--- src/csw_dco_ring.sv ---
// constants package for the clock switch block and the oscillator ring model
`timescale 1ns/1ps
package csw_pkg;
  // ---------------------------------------------------------------
  // register map (byte addresses on the plain register port)
  // ---------------------------------------------------------------
  localparam logic [7:0] ADDR_CTRL  = 8'h00;
  localparam logic [7:0] ADDR_STAGE = 8'h01;
  localparam logic [7:0] ADDR_DIV   = 8'h02;
  localparam logic [7:0] ADDR_STEP  = 8'h03;
  // control register field positions
  localparam int BIT_INT_ON     = 0;
  localparam int BIT_EXT_ON     = 1;
  localparam int BIT_SEL        = 2;
  localparam int BIT_MON_EN     = 3;
  localparam int BIT_MON_FLAG   = 4;
  localparam int BIT_MON_IE     = 5;
  localparam int BIT_INT_STABLE = 6;
  localparam int BIT_EXT_STABLE = 7;
  // step register field positions
  localparam int BIT_STEP_UP = 0;
  localparam int BIT_STEP_DN = 1;
  // ---------------------------------------------------------------
  // reset values
  // ---------------------------------------------------------------
  localparam logic       RST_INT_ON = 1'b1;
  localparam logic       RST_EXT_ON = 1'b0;
  localparam logic       SEL_INT    = 1'b0;
  localparam logic       SEL_EXT    = 1'b1;
  localparam logic [7:0] RST_STAGE  = 8'h00;
  localparam logic [3:0] RST_DIV    = 4'h0;
  // ---------------------------------------------------------------
  // monitor reference dividers: always /4, the fast side also /4096
  // ---------------------------------------------------------------
  localparam int REF_SHORT_LOG2 = 2;
  localparam int REF_LONG_LOG2  = 12;
  localparam int REF_CNT_W      = REF_SHORT_LOG2 + REF_LONG_LOG2;
  localparam logic [1:0] MISS_LIMIT = 2'h2;
  // ---------------------------------------------------------------
  // oscillator geometry
  // ---------------------------------------------------------------
  localparam logic [5:0] RING_BASE    = 6'h11;
  localparam logic [5:0] RING_STEP    = 6'h02;
  localparam logic [5:0] RING_WRAPPED = 6'h22;
  localparam logic [2:0] STAGE_TOP    = 3'h7;
  localparam logic [3:0] DIV_MAX      = 4'h9;
  // clock switch states
  typedef enum logic [1:0] {SW_RUN, SW_DRAIN, SW_HOLD} csw_sw_type;
endpackage : csw_pkg

// ---------------------------------------------------------------
// oscillator ring model: one clk cycle stands for one stage delay
// ---------------------------------------------------------------
module csw_dco_ring (
  input  wire logic       clk,
  input  wire logic       srst,
  input  wire logic [7:0] stage_code,
  input  wire logic [3:0] divider_code,
  output logic            dco_tick,
  output logic            dco_level
);
  import csw_pkg::*;

  logic [5:0] dly;
  logic [5:0] next_dly;
  logic [4:0] fine_idx;
  logic [4:0] next_fine_idx;
  logic [8:0] ring_cnt;
  logic [8:0] next_ring_cnt;
  logic       next_dco_tick;
  logic       next_dco_level;
  logic [5:0] base_len;
  logic [5:0] long_len;
  logic [3:0] div_eff;
  logic [8:0] ring_last;

  // length of the coming ring cycle and the binary divide ratio
  always_comb begin
    base_len  = RING_BASE + {2'h0, stage_code[7:5], 1'b0};
    long_len  = (stage_code[7:5] == STAGE_TOP) ? RING_WRAPPED
                                               : base_len + RING_STEP;
    div_eff   = (divider_code > DIV_MAX) ? DIV_MAX : divider_code;
    ring_last = 9'((10'h001 << div_eff) - 10'h001);
  end

  // count stage delays, then ring cycles, then emit an output period
  always_comb begin
    next_dly       = dly;
    next_fine_idx  = fine_idx;
    next_ring_cnt  = ring_cnt;
    next_dco_tick  = 1'b0;
    next_dco_level = dco_level;
    if (dly <= 6'h01) begin
      next_fine_idx = fine_idx + 5'h01;
      // k of every 32 ring cycles run at the longer operating point
      next_dly = (next_fine_idx < stage_code[4:0]) ? long_len : base_len;
      if (ring_cnt >= ring_last) begin
        next_ring_cnt  = 9'h000;
        next_dco_tick  = 1'b1;
        next_dco_level = ~dco_level;
      end else begin
        next_ring_cnt = ring_cnt + 9'h001;
      end
    end else begin
      next_dly = dly - 6'h01;
    end
  end

  // ring state registers
  always_ff @(posedge clk) begin
    if (srst) begin
      dly       <= RING_BASE;
      fine_idx  <= 5'h00;
      ring_cnt  <= 9'h000;
      dco_tick  <= 1'b0;
      dco_level <= 1'b0;
    end else begin
      dly       <= next_dly;
      fine_idx  <= next_fine_idx;
      ring_cnt  <= next_ring_cnt;
      dco_tick  <= next_dco_tick;
      dco_level <= next_dco_level;
    end
  end
endmodule : csw_dco_ring

--- src/csw_clock_switch.sv ---
// clock source switch, clock monitor and oscillator control registers
//
// Overview of operation
// - a select write only takes if the target clock is on and stable
// - the monitor only runs while both generators are switched on
// - monitor enable may be set only while both stable flags are set
// - clearing the monitor flag needs a prior control read with flag set
// - after that read a zero write clears the flag, a one leaves it
// - monitor enable stays set even if a clock later loses stability
// - on inactivity the live clock drives both outputs and the select bit
// - divider code divides by two to the code, saturating at nine
// - divider code moves only by carry or borrow of the stage code
// - ring length is 17 plus twice the upper three stage bits
// - upper bits all ones use 17 stages then divide by two, 34
// - a clock is dead after two reference low phases without its fall
// - source change: old clock one to two cycles, then low, then new (this implementation runs the old clock only to its next fall)
//
// Decided for this implementation: the plain strobed port and the address map.
`timescale 1ns/1ps

module csw_clock_switch (
  input  wire logic       clk,
  input  wire logic       srst,
  input  wire logic       internal_clock,
  input  wire logic       external_clock,
  input  wire logic       int_stable_in,
  input  wire logic       ext_stable_in,
  input  wire logic       ext_slow_cfg,
  input  wire logic [7:0] reg_addr,
  input  wire logic [7:0] reg_wdata,
  input  wire logic       reg_wr,
  input  wire logic       reg_rd,
  output logic      [7:0] reg_rdata,
  output logic            int_gen_on,
  output logic            ext_gen_on,
  output logic            osc_out_clock,
  output logic            timebase_clock,
  output logic            monitor_irq,
  output logic            dco_tick,
  output logic            dco_level
);
  import csw_pkg::*;

  // ---------------------------------------------------------------
  // helper functions shared by both switches and both detectors
  // ---------------------------------------------------------------
  // next state of a glitch-free switch; old_dead skips the drain since
  // a dead clock gives no edge to finish on
  function automatic csw_sw_type sw_step(input csw_sw_type st, input logic differ,
                                         input logic old_fall, input logic old_dead,
                                         input logic new_fall);
    csw_sw_type nx;
    nx = st;
    case (st)
      SW_RUN:   if (differ) nx = old_dead ? SW_HOLD : SW_DRAIN;
      SW_DRAIN: if (old_fall || old_dead) nx = SW_HOLD;
      SW_HOLD:  if (new_fall) nx = SW_RUN;
      default:  nx = SW_RUN;
    endcase
    return nx;
  endfunction : sw_step

  // activity detector: {seen, miss[1:0], dead}
  function automatic logic [3:0] det_step(input logic [3:0] cur, input logic ref_lvl,
                                          input logic ref_rise, input logic mon_fall,
                                          input logic active);
    logic       seen;
    logic [1:0] miss;
    logic       dead;
    seen = cur[3];
    miss = cur[2:1];
    dead = cur[0];
    if (!active) begin
      seen = 1'b0;
      miss = 2'h0;
      dead = 1'b0;
    end else begin
      if (!ref_lvl && mon_fall) begin
        seen = 1'b1;
        miss = 2'h0;
        dead = 1'b0; // a fall while the reference is low revives the clock
      end
      if (ref_rise) begin
        if (!seen && miss < MISS_LIMIT) miss = miss + 2'h1;
        if (!seen && miss >= MISS_LIMIT) dead = 1'b1;
        seen = 1'b0;
      end
    end
    return {seen, miss, dead};
  endfunction : det_step

  // ---------------------------------------------------------------
  // pin synchronisers and edge detection
  // ---------------------------------------------------------------
  logic [1:0] ic_sync;
  logic [1:0] ec_sync;
  logic [1:0] is_sync;
  logic [1:0] es_sync;
  logic       ic_prev;
  logic       ec_prev;
  logic       ic_fall;
  logic       ec_fall;

  // two flops per pin; only the second stage is looked at
  always_ff @(posedge clk) begin
    if (srst) begin
      ic_sync <= 2'h0;
      ec_sync <= 2'h0;
      is_sync <= 2'h0;
      es_sync <= 2'h0;
      ic_prev <= 1'b0;
      ec_prev <= 1'b0;
    end else begin
      ic_sync <= {ic_sync[0], internal_clock};
      ec_sync <= {ec_sync[0], external_clock};
      is_sync <= {is_sync[0], int_stable_in};
      es_sync <= {es_sync[0], ext_stable_in};
      ic_prev <= ic_sync[1];
      ec_prev <= ec_sync[1];
    end
  end

  assign ic_fall = ic_prev & ~ic_sync[1];
  assign ec_fall = ec_prev & ~ec_sync[1];

  // ---------------------------------------------------------------
  // clock monitor: reference dividers and activity detectors
  // ---------------------------------------------------------------
  logic [REF_CNT_W-1:0] idiv;
  logic [REF_CNT_W-1:0] next_idiv;
  logic [REF_CNT_W-1:0] ediv;
  logic [REF_CNT_W-1:0] next_ediv;
  logic                 iref;
  logic                 eref;
  logic                 iref_prev;
  logic                 eref_prev;
  logic [3:0]           idet;
  logic [3:0]           next_idet;
  logic [3:0]           edet;
  logic [3:0]           next_edet;
  logic                 internal_dead;
  logic                 external_dead;
  logic                 mon_active;
  logic                 monitor_enable_bit;

  // the fast side gets the long divider so each reference stays under
  // half the rate of the clock it checks
  assign iref = ext_slow_cfg ? idiv[REF_CNT_W-1] : idiv[REF_SHORT_LOG2-1];
  assign eref = ext_slow_cfg ? ediv[REF_SHORT_LOG2-1] : ediv[REF_CNT_W-1];
  assign mon_active = monitor_enable_bit & int_gen_on & ext_gen_on;
  assign internal_dead = idet[0];
  assign external_dead = edet[0];

  // dividers count falling edges; detectors watch the opposite reference
  always_comb begin
    next_idiv = ic_fall ? idiv + 1'b1 : idiv;
    next_ediv = ec_fall ? ediv + 1'b1 : ediv;
    next_idet = det_step(idet, eref, eref & ~eref_prev, ic_fall, mon_active);
    next_edet = det_step(edet, iref, iref & ~iref_prev, ec_fall, mon_active);
  end

  // monitor registers
  always_ff @(posedge clk) begin
    if (srst) begin
      idiv      <= '0;
      ediv      <= '0;
      iref_prev <= 1'b0;
      eref_prev <= 1'b0;
      idet      <= 4'h0;
      edet      <= 4'h0;
    end else begin
      idiv      <= next_idiv;
      ediv      <= next_ediv;
      iref_prev <= iref;
      eref_prev <= eref;
      idet      <= next_idet;
      edet      <= next_edet;
    end
  end

  // ---------------------------------------------------------------
  // control register, monitor flag and oscillator codes
  // ---------------------------------------------------------------
  logic       clock_select;
  logic       monitor_flag;
  logic       monitor_ie;
  logic       flag_armed;
  logic       int_stable_flag;
  logic       ext_stable_flag;
  logic       dead_prev;
  logic [7:0] stage_code;
  logic [3:0] divider_code;
  logic       next_int_gen_on;
  logic       next_ext_gen_on;
  logic       next_clock_select;
  logic       next_monitor_enable_bit;
  logic       next_monitor_flag;
  logic       next_monitor_ie;
  logic       next_flag_armed;
  logic       next_int_stable_flag;
  logic       next_ext_stable_flag;
  logic [7:0] next_stage_code;
  logic [3:0] next_divider_code;
  logic [7:0] next_reg_rdata;
  logic       next_monitor_irq;
  logic [7:0] ctrl_view;
  logic       any_dead;
  logic       wr_ctrl;
  logic       target_ok;
  logic [8:0] stage_sum;

  assign any_dead  = internal_dead | external_dead;
  assign wr_ctrl   = reg_wr && (reg_addr == ADDR_CTRL);
  assign ctrl_view = {ext_stable_flag, int_stable_flag, monitor_ie, monitor_flag,
                      monitor_enable_bit, clock_select, ext_gen_on, int_gen_on};

  // software writes, hardware events and read-back
  always_comb begin
    next_int_gen_on         = int_gen_on;
    next_ext_gen_on         = ext_gen_on;
    next_clock_select       = clock_select;
    next_monitor_enable_bit = monitor_enable_bit;
    next_monitor_flag       = monitor_flag;
    next_monitor_ie         = monitor_ie;
    next_flag_armed         = flag_armed;
    next_stage_code         = stage_code;
    next_divider_code       = divider_code;
    next_reg_rdata          = 8'h00;
    stage_sum               = 9'h000;
    target_ok               = 1'b0;
    // stability drops with the generator or on detected inactivity
    next_int_stable_flag = is_sync[1] & int_gen_on & ~internal_dead;
    next_ext_stable_flag = es_sync[1] & ext_gen_on & ~external_dead;
    if (reg_rd) begin
      case (reg_addr)
        ADDR_CTRL: begin
          next_reg_rdata = ctrl_view;
          if (monitor_flag) next_flag_armed = 1'b1;
        end
        ADDR_STAGE: next_reg_rdata = stage_code;
        ADDR_DIV:   next_reg_rdata = {4'h0, divider_code};
        default:    next_reg_rdata = 8'h00;
      endcase
    end
    if (wr_ctrl) begin
      next_int_gen_on = reg_wdata[BIT_INT_ON];
      next_ext_gen_on = reg_wdata[BIT_EXT_ON];
      next_monitor_ie = reg_wdata[BIT_MON_IE];
      target_ok = reg_wdata[BIT_SEL] ? (ext_gen_on & ext_stable_flag)
                                     : (int_gen_on & int_stable_flag);
      if (target_ok) next_clock_select = reg_wdata[BIT_SEL];
      if (!reg_wdata[BIT_MON_EN]) begin
        next_monitor_enable_bit = 1'b0;
      end else if (int_stable_flag && ext_stable_flag) begin
        next_monitor_enable_bit = 1'b1;
      end
      // no clear on stability loss: the bit keeps its value
      if (!reg_wdata[BIT_MON_FLAG] && flag_armed) begin
        next_monitor_flag = 1'b0;
        next_flag_armed   = 1'b0;
      end
    end
    if (reg_wr && reg_addr == ADDR_STAGE) next_stage_code = reg_wdata;
    if (reg_wr && reg_addr == ADDR_STEP) begin
      // only a carry or borrow out of the stage code moves the divider
      if (reg_wdata[BIT_STEP_UP] && !reg_wdata[BIT_STEP_DN]) begin
        stage_sum = {1'b0, stage_code} + 9'h001;
        if (!stage_sum[8]) begin
          next_stage_code = stage_sum[7:0];
        end else if (divider_code < DIV_MAX) begin
          next_stage_code   = stage_sum[7:0];
          next_divider_code = divider_code + 4'h1;
        end
      end else if (reg_wdata[BIT_STEP_DN] && !reg_wdata[BIT_STEP_UP]) begin
        stage_sum = {1'b0, stage_code} - 9'h001;
        if (!stage_sum[8]) begin
          next_stage_code = stage_sum[7:0];
        end else if (divider_code != RST_DIV) begin
          next_stage_code   = stage_sum[7:0];
          next_divider_code = divider_code - 4'h1;
        end
      end
    end
    // forced selection of the live clock overrides any write
    if (internal_dead) next_clock_select = SEL_EXT;
    if (external_dead) next_clock_select = SEL_INT;
    // a new inactivity event wins over a same-cycle clear
    if (any_dead && !dead_prev) next_monitor_flag = 1'b1;
    next_monitor_irq = next_monitor_flag & next_monitor_ie;
  end

  // control registers
  always_ff @(posedge clk) begin
    if (srst) begin
      int_gen_on         <= RST_INT_ON;
      ext_gen_on         <= RST_EXT_ON;
      clock_select       <= SEL_INT;
      monitor_enable_bit <= 1'b0;
      monitor_flag       <= 1'b0;
      monitor_ie         <= 1'b0;
      flag_armed         <= 1'b0;
      int_stable_flag    <= 1'b0;
      ext_stable_flag    <= 1'b0;
      dead_prev          <= 1'b0;
      stage_code         <= RST_STAGE;
      divider_code       <= RST_DIV;
      reg_rdata          <= 8'h00;
      monitor_irq        <= 1'b0;
    end else begin
      int_gen_on         <= next_int_gen_on;
      ext_gen_on         <= next_ext_gen_on;
      clock_select       <= next_clock_select;
      monitor_enable_bit <= next_monitor_enable_bit;
      monitor_flag       <= next_monitor_flag;
      monitor_ie         <= next_monitor_ie;
      flag_armed         <= next_flag_armed;
      int_stable_flag    <= next_int_stable_flag;
      ext_stable_flag    <= next_ext_stable_flag;
      dead_prev          <= any_dead;
      stage_code         <= next_stage_code;
      divider_code       <= next_divider_code;
      reg_rdata          <= next_reg_rdata;
      monitor_irq        <= next_monitor_irq;
    end
  end

  // ---------------------------------------------------------------
  // glitch-free output switches
  // ---------------------------------------------------------------
  csw_sw_type osc_st;
  csw_sw_type next_osc_st;
  csw_sw_type tb_st;
  csw_sw_type next_tb_st;
  logic       osc_src;
  logic       next_osc_src;
  logic       tb_src;
  logic       next_tb_src;
  logic       tb_req;
  logic       next_osc_out_clock;
  logic       next_timebase_clock;

  // timebase follows the external generator enable unless either clock died
  assign tb_req = internal_dead ? SEL_EXT : (external_dead ? SEL_INT : ext_gen_on);

  // finish on the old clock, hold low, then start on the new clock
  always_comb begin
    next_osc_st = sw_step(osc_st, osc_src != clock_select,
                          osc_src ? ec_fall : ic_fall,
                          osc_src ? external_dead : internal_dead,
                          osc_src ? ic_fall : ec_fall);
    next_tb_st  = sw_step(tb_st, tb_src != tb_req,
                          tb_src ? ec_fall : ic_fall,
                          tb_src ? external_dead : internal_dead,
                          tb_src ? ic_fall : ec_fall);
    next_osc_src = (osc_st == SW_HOLD && next_osc_st == SW_RUN) ? ~osc_src : osc_src;
    next_tb_src  = (tb_st == SW_HOLD && next_tb_st == SW_RUN) ? ~tb_src : tb_src;
    case (next_osc_st)
      SW_RUN:   next_osc_out_clock = next_osc_src ? ec_sync[1] : ic_sync[1];
      SW_DRAIN: next_osc_out_clock = osc_src ? ec_sync[1] : ic_sync[1];
      default:  next_osc_out_clock = 1'b0; // held low while crossing over
    endcase
    case (next_tb_st)
      SW_RUN:   next_timebase_clock = next_tb_src ? ec_sync[1] : ic_sync[1];
      SW_DRAIN: next_timebase_clock = tb_src ? ec_sync[1] : ic_sync[1];
      default:  next_timebase_clock = 1'b0;
    endcase
  end

  // switch registers; both start on the internal clock
  always_ff @(posedge clk) begin
    if (srst) begin
      osc_st         <= SW_RUN;
      tb_st          <= SW_RUN;
      osc_src        <= SEL_INT;
      tb_src         <= SEL_INT;
      osc_out_clock  <= 1'b0;
      timebase_clock <= 1'b0;
    end else begin
      osc_st         <= next_osc_st;
      tb_st          <= next_tb_st;
      osc_src        <= next_osc_src;
      tb_src         <= next_tb_src;
      osc_out_clock  <= next_osc_out_clock;
      timebase_clock <= next_timebase_clock;
    end
  end

  // ---------------------------------------------------------------
  // oscillator period model
  // ---------------------------------------------------------------
  csw_dco_ring u_ring (
    .clk          (clk),
    .srst         (srst),
    .stage_code   (stage_code),
    .divider_code (divider_code),
    .dco_tick     (dco_tick),
    .dco_level    (dco_level)
  );
endmodule : csw_clock_switch

--- config.mk ---
export PLATFORM = sky130hd
export DESIGN_NAME = csw_clock_switch
export DESIGN_NICKNAME = d
export VERILOG_FILES = /design/src/csw_dco_ring.sv /design/src/csw_clock_switch.sv
export SDC_FILE = /design/constraint.sdc
export NUM_CORES = 1
export LEC_CHECK = 0
export BUFFER_PORTS_ARGS = -buffer_cell sky130_fd_sc_hd__buf_4
export CORE_ASPECT_RATIO = 0.7
export CORE_MARGIN = 2
export CORE_UTILIZATION = 65
export DETAILED_ROUTE_END_ITERATION = 10
export GPL_TIMING_DRIVEN = 0
export PLACE_DENSITY = 0.85
export SETUP_SLACK_MARGIN = 0.4
export SLEW_MARGIN = 5
export SYNTH_ARGS = -nofsm -noshare
export SYNTH_HDL_FRONTEND = slang
export SYNTH_SLANG_ARGS = --single-unit
--- constraint.sdc ---
create_clock -name clk -period 9.25 [get_ports clk]
set_clock_uncertainty 0.2 [all_clocks]
set_input_delay 1.85 -clock clk [delete_from_list [all_inputs] [get_ports clk]]
set_output_delay 1.85 -clock clk [all_outputs]
set_load 0.01 [all_outputs]
After elaboration in Yosys (flattened, before gate mapping)
Index checks and enable logic that the tools add are counted.
- bitwise gates (word level): 26
- multiplexer cells: 86
- add/subtract/negate cells: 14
- $lt $le $gt $ge: 9
- reduce and logical (&&, ||, !) cells: 47
- shifts and indexed selects: 1
- equality and inequality tests: 15
- operator list (cell ; count):
    $mux 8 ; 8
    $mux 1 ; 42
    $mux 2 ; 20
    $add 14x1->14 const B ; 2
    $mux 4 ; 7
    $pmux 8 s3 ; 1
    $mux 6 ; 3
    $eq 8x2->1 const B ; 2
    $logic_and 1x1->1 ; 16
    $and 1x1->1 ; 13
    $not 1->1 ; 12
    $pmux 2 s3 ; 2
    $reduce_bool 2->1 ; 5
    $add 8x1->9 const B ; 1
    $add 9x1->9 const B ; 1
    $ge 9x9->1 ; 1
    $mux 9 ; 1
    $shl 1x4->9 const A ; 1
    $sub 8x1->9 const B ; 1
    $sub 9x1->9 const B ; 1
    $eq 2x1->1 const B ; 4
    $eq 8x1->1 const B ; 1
    $logic_not 1->1 ; 8
    $logic_not 2->1 ; 4
    26 further kinds ; 41
- bits of input ports: 25
- flip-flop bits (word level): 109

Depth between registers and ports, before layout
- depth in word-level cells: 14
- depth in mapped cells: 14
- mapped depth without buffers: 12

Hierarchy
From an unflattened synthesis, not the netlist that was laid out.
- cell total of the unflattened synthesis: 651
- area total of the unflattened synthesis: 5655.4 sq um
- by module, submodules not included (module ; sequential area each (sq um) ; cells each ; instances ; area an instance (sq um)):
    csw_clock_switch ; 1741.7 ; 470 ; 1 ; 4113.9
    csw_dco_ring ; 440.4 ; 181 ; 1 ; 1541.5

Worst setup path before layout
No wires, ideal clock.
- path type: in2reg
- start point: in reg_wdata[1]
- end point: reg divider_code[3]
- path buffers: 1
- setup slack: 5.591 ns
- required time: 8.980 ns
- arrival time: 3.389 ns
- stages: 10
- cells stage by stage: inv_1 > ha_1 > buf_6 > inv_1 > ha_1 > a21o_1 > a21oi_1 > xnor2_1 > or3_1 > a21oi_1
- longest elaborated chain between the ends: 4
- ends and longest elaborated chain (what ; line ; source):
    start, declared ; csw_clock_switch.sv:30 ; input wire logic [7:0] reg_wdata,
    $logic_not 1->1 ; csw_clock_switch.sv:266 ; if (reg_wdata[BIT_STEP_UP] && !reg_wdata[BIT_STEP_DN]) begin
    $logic_and 1x1->1 ; csw_clock_switch.sv:266 ;
    $ne 2x1->1 (no source line) / $reduce_bool 2->1 (equally long branches) ; - ;
    $reduce_and 6->1 (no source line) ; - ;
    end signal, assigned ; csw_clock_switch.sv:321 ; divider_code <= next_divider_code;
    end, declared ; csw_clock_switch.sv:192 ; logic [3:0] divider_code;
Several ways; a longest one is shown, not always the timed one.
A chain may end at the register's enable or synchronous reset.

Worst setup path after layout
- start point: reg divider_code[1]
- end point: reg u_ring.dco_level
- longest elaborated chain between the ends: 6
- ends and longest elaborated chain (what ; line ; source):
    $gt 4x4->1 ; csw_dco_ring.sv:82 ; div_eff = (divider_code > DIV_MAX) ? DIV_MAX : divider_code;
    $mux 4 (*) ; csw_dco_ring.sv:82 ;
    $shl 1x4->9 (*) ; csw_dco_ring.sv:83 ; ring_last = 9'((10'h001 << div_eff) - 10'h001);
    $sub 9x1->9 (*) ; csw_dco_ring.sv:83 ;
    $ge 9x9->1 (*) ; csw_dco_ring.sv:97 ; if (ring_cnt >= ring_last) begin
    $reduce_and 2->1 (no source line) (*) ; - ;
    end signal, assigned ; csw_dco_ring.sv:122 ; dco_level <= next_dco_level;
    end, declared ; csw_dco_ring.sv:60 ; output logic dco_level
Mark *: on every way between the ends. The rest lies on a longest branch, timed or not.

==> results by stage <==
Routing:
- After detailed routing, the number of remaining DRC violations is 0.
- After detailed routing, the met3 layer carries approximately 1.1 mm of wire.
- The number of DRC markers in iteration 0 is ~540.
- In the final routed layout, each cell accounts on average for approximately 17 um.
- The routed length on met1 is approximately 6.6 mm.
- The vias after detailed routing is 5224.
- The wire length on met2 is between 6 and 7 mm.
- The post-route antenna net violation count is 0.
- The highest metal layer carrying signal wires in the routed design is met4.
- The first detailed-routing pass ran for 5 iterations.
- In the routed layout, each cell is associated on average with a via count of between 6 and 7.
- The routed design has about 14 mm of wire.

Cells and area:
- The repair_antennas step left the layout with diodes totalling 0.
- At the end of the flow, the number of nets in the layout was 786.
- The non-filler instance count after layout is roughly 860.
- Once layout is complete, the utilization of the core stands at roughly three quarters.
- The synthesis-to-finish area growth is 12.8%.
- The share of layout cells above drive strength 1 is 11.6%.

Floorplanning:
- The starting density of the core is just under 70%.
- The die area is 9640 um^2.
- In this run the count of I/O pins placed on the die edge is 40.
- The area of the placeable core is 8510 um^2.
- In this run the core area contains 28 standard-cell rows.
- The die is between 80 and 90 um tall.
- The die is 117 um wide.

Clocking:
- The total clock buffers created by CTS is 9.
- The maximum level of the CTS H-tree is 3.
- The number of buffers added to fix hold violations after cts is 0.
- Clock tree synthesis selected as its root buffer the cell sky130_fd_sc_hd__clkbuf_16.
- The worst-case clock buffer depth is 2.
- The clock-pin slew of the registers on the worst-case setup and hold paths is 0.08 ns.
- Clock tree synthesis found a total of approximately 110 sinks.
- The number of buffers added for setup after CTS is 0.
- The clock insertion delay at the later pin of the skew report is 0.36 ns.
- The TritonCTS clock tree is done.
- The number of gates resized after CTS was 0.

Yosys:
- Yosys instantiated no cell more often than sky130_fd_sc_hd__dfxtp_1.
- The number of standard cells after synthesis is 680.
- Summing the areas of all and, or, nand and nor instances in the mapped netlist gives about a quarter of the synthesized area.
- The flip-flop cell with the highest count after synthesis is sky130_fd_sc_hd__dfxtp_1.
- The number of distinct library cells after synthesis is 64.
- The average instance area after synthesis is between 8 and 9 um^2.
- After synthesis, the largest family of logic cells by area is simple AND/OR/NAND/NOR gates.
- The fraction of the yosys area taken by sequential cells is between 30% and 40%.
- The synthesized netlist devotes under 10% of its cell area to adder and majority cells.
- In this run, synthesis inferred 0 flip-flops with an integrated enable.
- The number of warning messages in the yosys log is 0.
- Summing the areas of all xor and xnor instances in the mapped netlist gives under 10% of the synthesized area.
- The largest total area in the synthesized netlist belongs to sky130_fd_sc_hd__dfxtp_1.
- Counting every net in the synthesized netlist gives about 740.
- The post-synthesis compound-gate area fraction is ~14%.
- In the post-synthesis netlist, the biggest area contributors are sky130_fd_sc_hd__dfxtp_1 (38%), sky130_fd_sc_hd__ha_1 (6.5%), sky130_fd_sc_hd__nor2_1 (4.8%), sky130_fd_sc_hd__a21oi_1 (4.1%), sky130_fd_sc_hd__mux2i_1 (3.8%).
- The mux share of post-synthesis cell area is 4.02%.
- Synthesis inferred between 100 and 150 register bits.
- In this run the biggest area consumer among cell types represents 37.9% of the synthesized area.
- For this run, asynchronously set or reset flops after synthesis account for 0%.
- In the synthesized netlist, the cells that appear most often are sky130_fd_sc_hd__dfxtp_1 (109), sky130_fd_sc_hd__nor2_1 (74), sky130_fd_sc_hd__nand2_1 (55).
- The synthesized area is a little under 6000 um^2.

Power and ir drop:
- The total power density per cell area is around 160 nW/um^2.
- Summing internal, switching and leakage power gives between 0.001 and 0.0015 W.
- The worst voltage drop across the vdd grid is 0.000111 V.
- The analysis attributes to cell leakage a power of approximately 2.4 nW.

Worst setup path:
- The highest fanout seen on the critical path is 10.
- The start-to-end type of the worst setup path is flip-flop to flip-flop.
- The arrival time at the worst endpoint is around 4.4 ns.
- Data on the critical path is required at its endpoint by between 9 and 10 ns.
- The worst setup path is launched from a flip-flop.
- The element type at the critical path end is a flip-flop.

STA:
- The final total negative setup slack is 0 ns.
- Setup violations remaining at the end of the flow were counted as 0.
- The max-slew headroom at the worst pin is 53.3%.
- For the pin with the worst max-slew slack, the measured transition is about 0.70 ns.
- The number of pins with negative max-slew slack in the final report is 0.
- The final count of hold timing violations is 0.
- Setup repair after global routing left no endpoint under its margin.
- Based on the critical path, the design can be clocked at up to between 200 and 250 MHz.
- The time the final worst path needs with I/O delays and setup is about 4.3 ns.
- The final critical path takes up 46.7% of the cycle.

GRT:
- The initial antenna violation count was 0.
- In the global route stage, overall resource usage came out at between 20 and 30%.
- The first global-routing pass estimated 22.2 mm of wire.
- The largest net degree at the start of global routing is 21.
- The number of global-route vias before repair was 4605.
- The remaining global-route overflow is 0.

Hold path:
- The classification of the worst-slack hold path is flip-flop to flip-flop.

Status:
- The run finished with clean final reports.

Placement:
- The number of buffer cells added on primary ports is 39.
- After detailed placement, the design holds a cell count of roughly 840.
- Routability-driven placement finished with a final weighted congestion of around 1.0.
- Detailed placement ended at an HPWL of just over 10 mm.

Flow run:
- The max-capacitance violation count is 0.
[critical path, cell delays in order, from the launching register on]
cell	delay [ns]
sky130_fd_sc_hd__dfxtp_1	0.36
sky130_fd_sc_hd__clkbuf_1	0.26
sky130_fd_sc_hd__nor4_4	0.45
sky130_fd_sc_hd__inv_1	0.13
sky130_fd_sc_hd__ha_1	0.20
sky130_fd_sc_hd__clkbuf_1	0.18
sky130_fd_sc_hd__nor4_1	0.29
sky130_fd_sc_hd__a21o_1	0.14
sky130_fd_sc_hd__a21oi_1	0.07
sky130_fd_sc_hd__ha_1	0.33
sky130_fd_sc_hd__a211oi_1	0.24
sky130_fd_sc_hd__o21ai_0	0.13
sky130_fd_sc_hd__o22ai_1	0.55
sky130_fd_sc_hd__nor2_1	0.34
sky130_fd_sc_hd__mux2_2	0.35
[worst paths after layout]
path / from / endpoint / slack [ns] / cells past startpoint
worst min register to register: es_sync[1]$_SDFF_PP0_ / ext_stable_flag$_SDFF_PP0_ / 0.24 / 2
worst min-delay path: es_sync[1]$_SDFF_PP0_ / ext_stable_flag$_SDFF_PP0_ / 0.24 / 2
worst max register to register: divider_code[1]$_SDFFE_PP0P_ / u_ring.dco_level$_SDFFE_PP0P_ / 4.93 / 14
worst max-delay path: divider_code[1]$_SDFFE_PP0P_ / u_ring.dco_level$_SDFFE_PP0P_ / 4.93 / 14
[state kept, by name, indices dropped and copies added (netlist names), 4 cells and up]
register	flops
idiv	14
stage_code	8
ediv	14
u_ring.dly	6
u_ring.fine_idx	5
reg_rdata	8
idet	4
u_ring.ring_cnt	9
divider_code	4
edet	4
[cell families after synthesis]
family | count (synthesis)
compound gates | 135
xor+xnor | 37
fa+ha+maj | 31
buf+inv | 61
flops | 109
mux | 23
simple gates | 284
[layer usage]
| layer | GRT usage, % | vias up |
|---|---|---|
| met5 | 0 | - |
| met4 | 6.67 | 0 |
| met3 | 7.81 | 19 |
| met2 | 48.4 | 228 |
| met1 | 40.6 | 2473 |
| li1 | - | 2504 |
[layout make-up]
cell class	count	area, um^2
inverter	25	93.8
sequential	109	2180
clock buffer	9	225
fill	614	2020
multi-input combinational	510	3290
timing repair buffer	39	293
tap	120	150
buffer	36	194
clock inverter	7	68.8
[placed cells by master, fill, tap and decap left out, drive strengths merged, types with 3 or more instances in the layout]
cell type,n
nand2,55
nand3,29
nor3,23
or4,3
xnor2,13
inv,28
or2,3
o21ai,36
nor4,12
clkbuf,36
a21o,3
a31oi,8
nor2b,19
nor3b,7
or3,14
a211oi,4
a31o,4
nor2,75
o21a,4
a221oi,4
o211ai,5
mux2i,22
nand2b,9
a21oi,47
nor4b,4
ha,30
and3,6
buf,48
xor2,24
nand3b,6
dfxtp,109
o22ai,5
nand4,12
clkinv,3
[through the flow]
| stage | setup WS [ns] | instance area (um^2) | hold slack (ns) |
|---|---|---|---|
| after global routing | 4.80 | 6500 | 0.262 |
| after global placement | 5.30 | 6200 | 0.219 |
| after detailed placement | 5.14 | 6200 | 0.223 |
| final | 4.93 | 6500 | 0.238 |
| after CTS | 5.05 | 6500 | 0.237 |
| after floorplan | 5.59 | 5760 | 0.209 |
[report_power, final]
group	total, W	internal (W)	switching [W]
combinational	0.000131	0.0000532	0.0000779
clock	0.000381	0.000190	0.000191
sequential	0.000502	0.000486	0.0000158
Power figures use the tool's default switching activity.
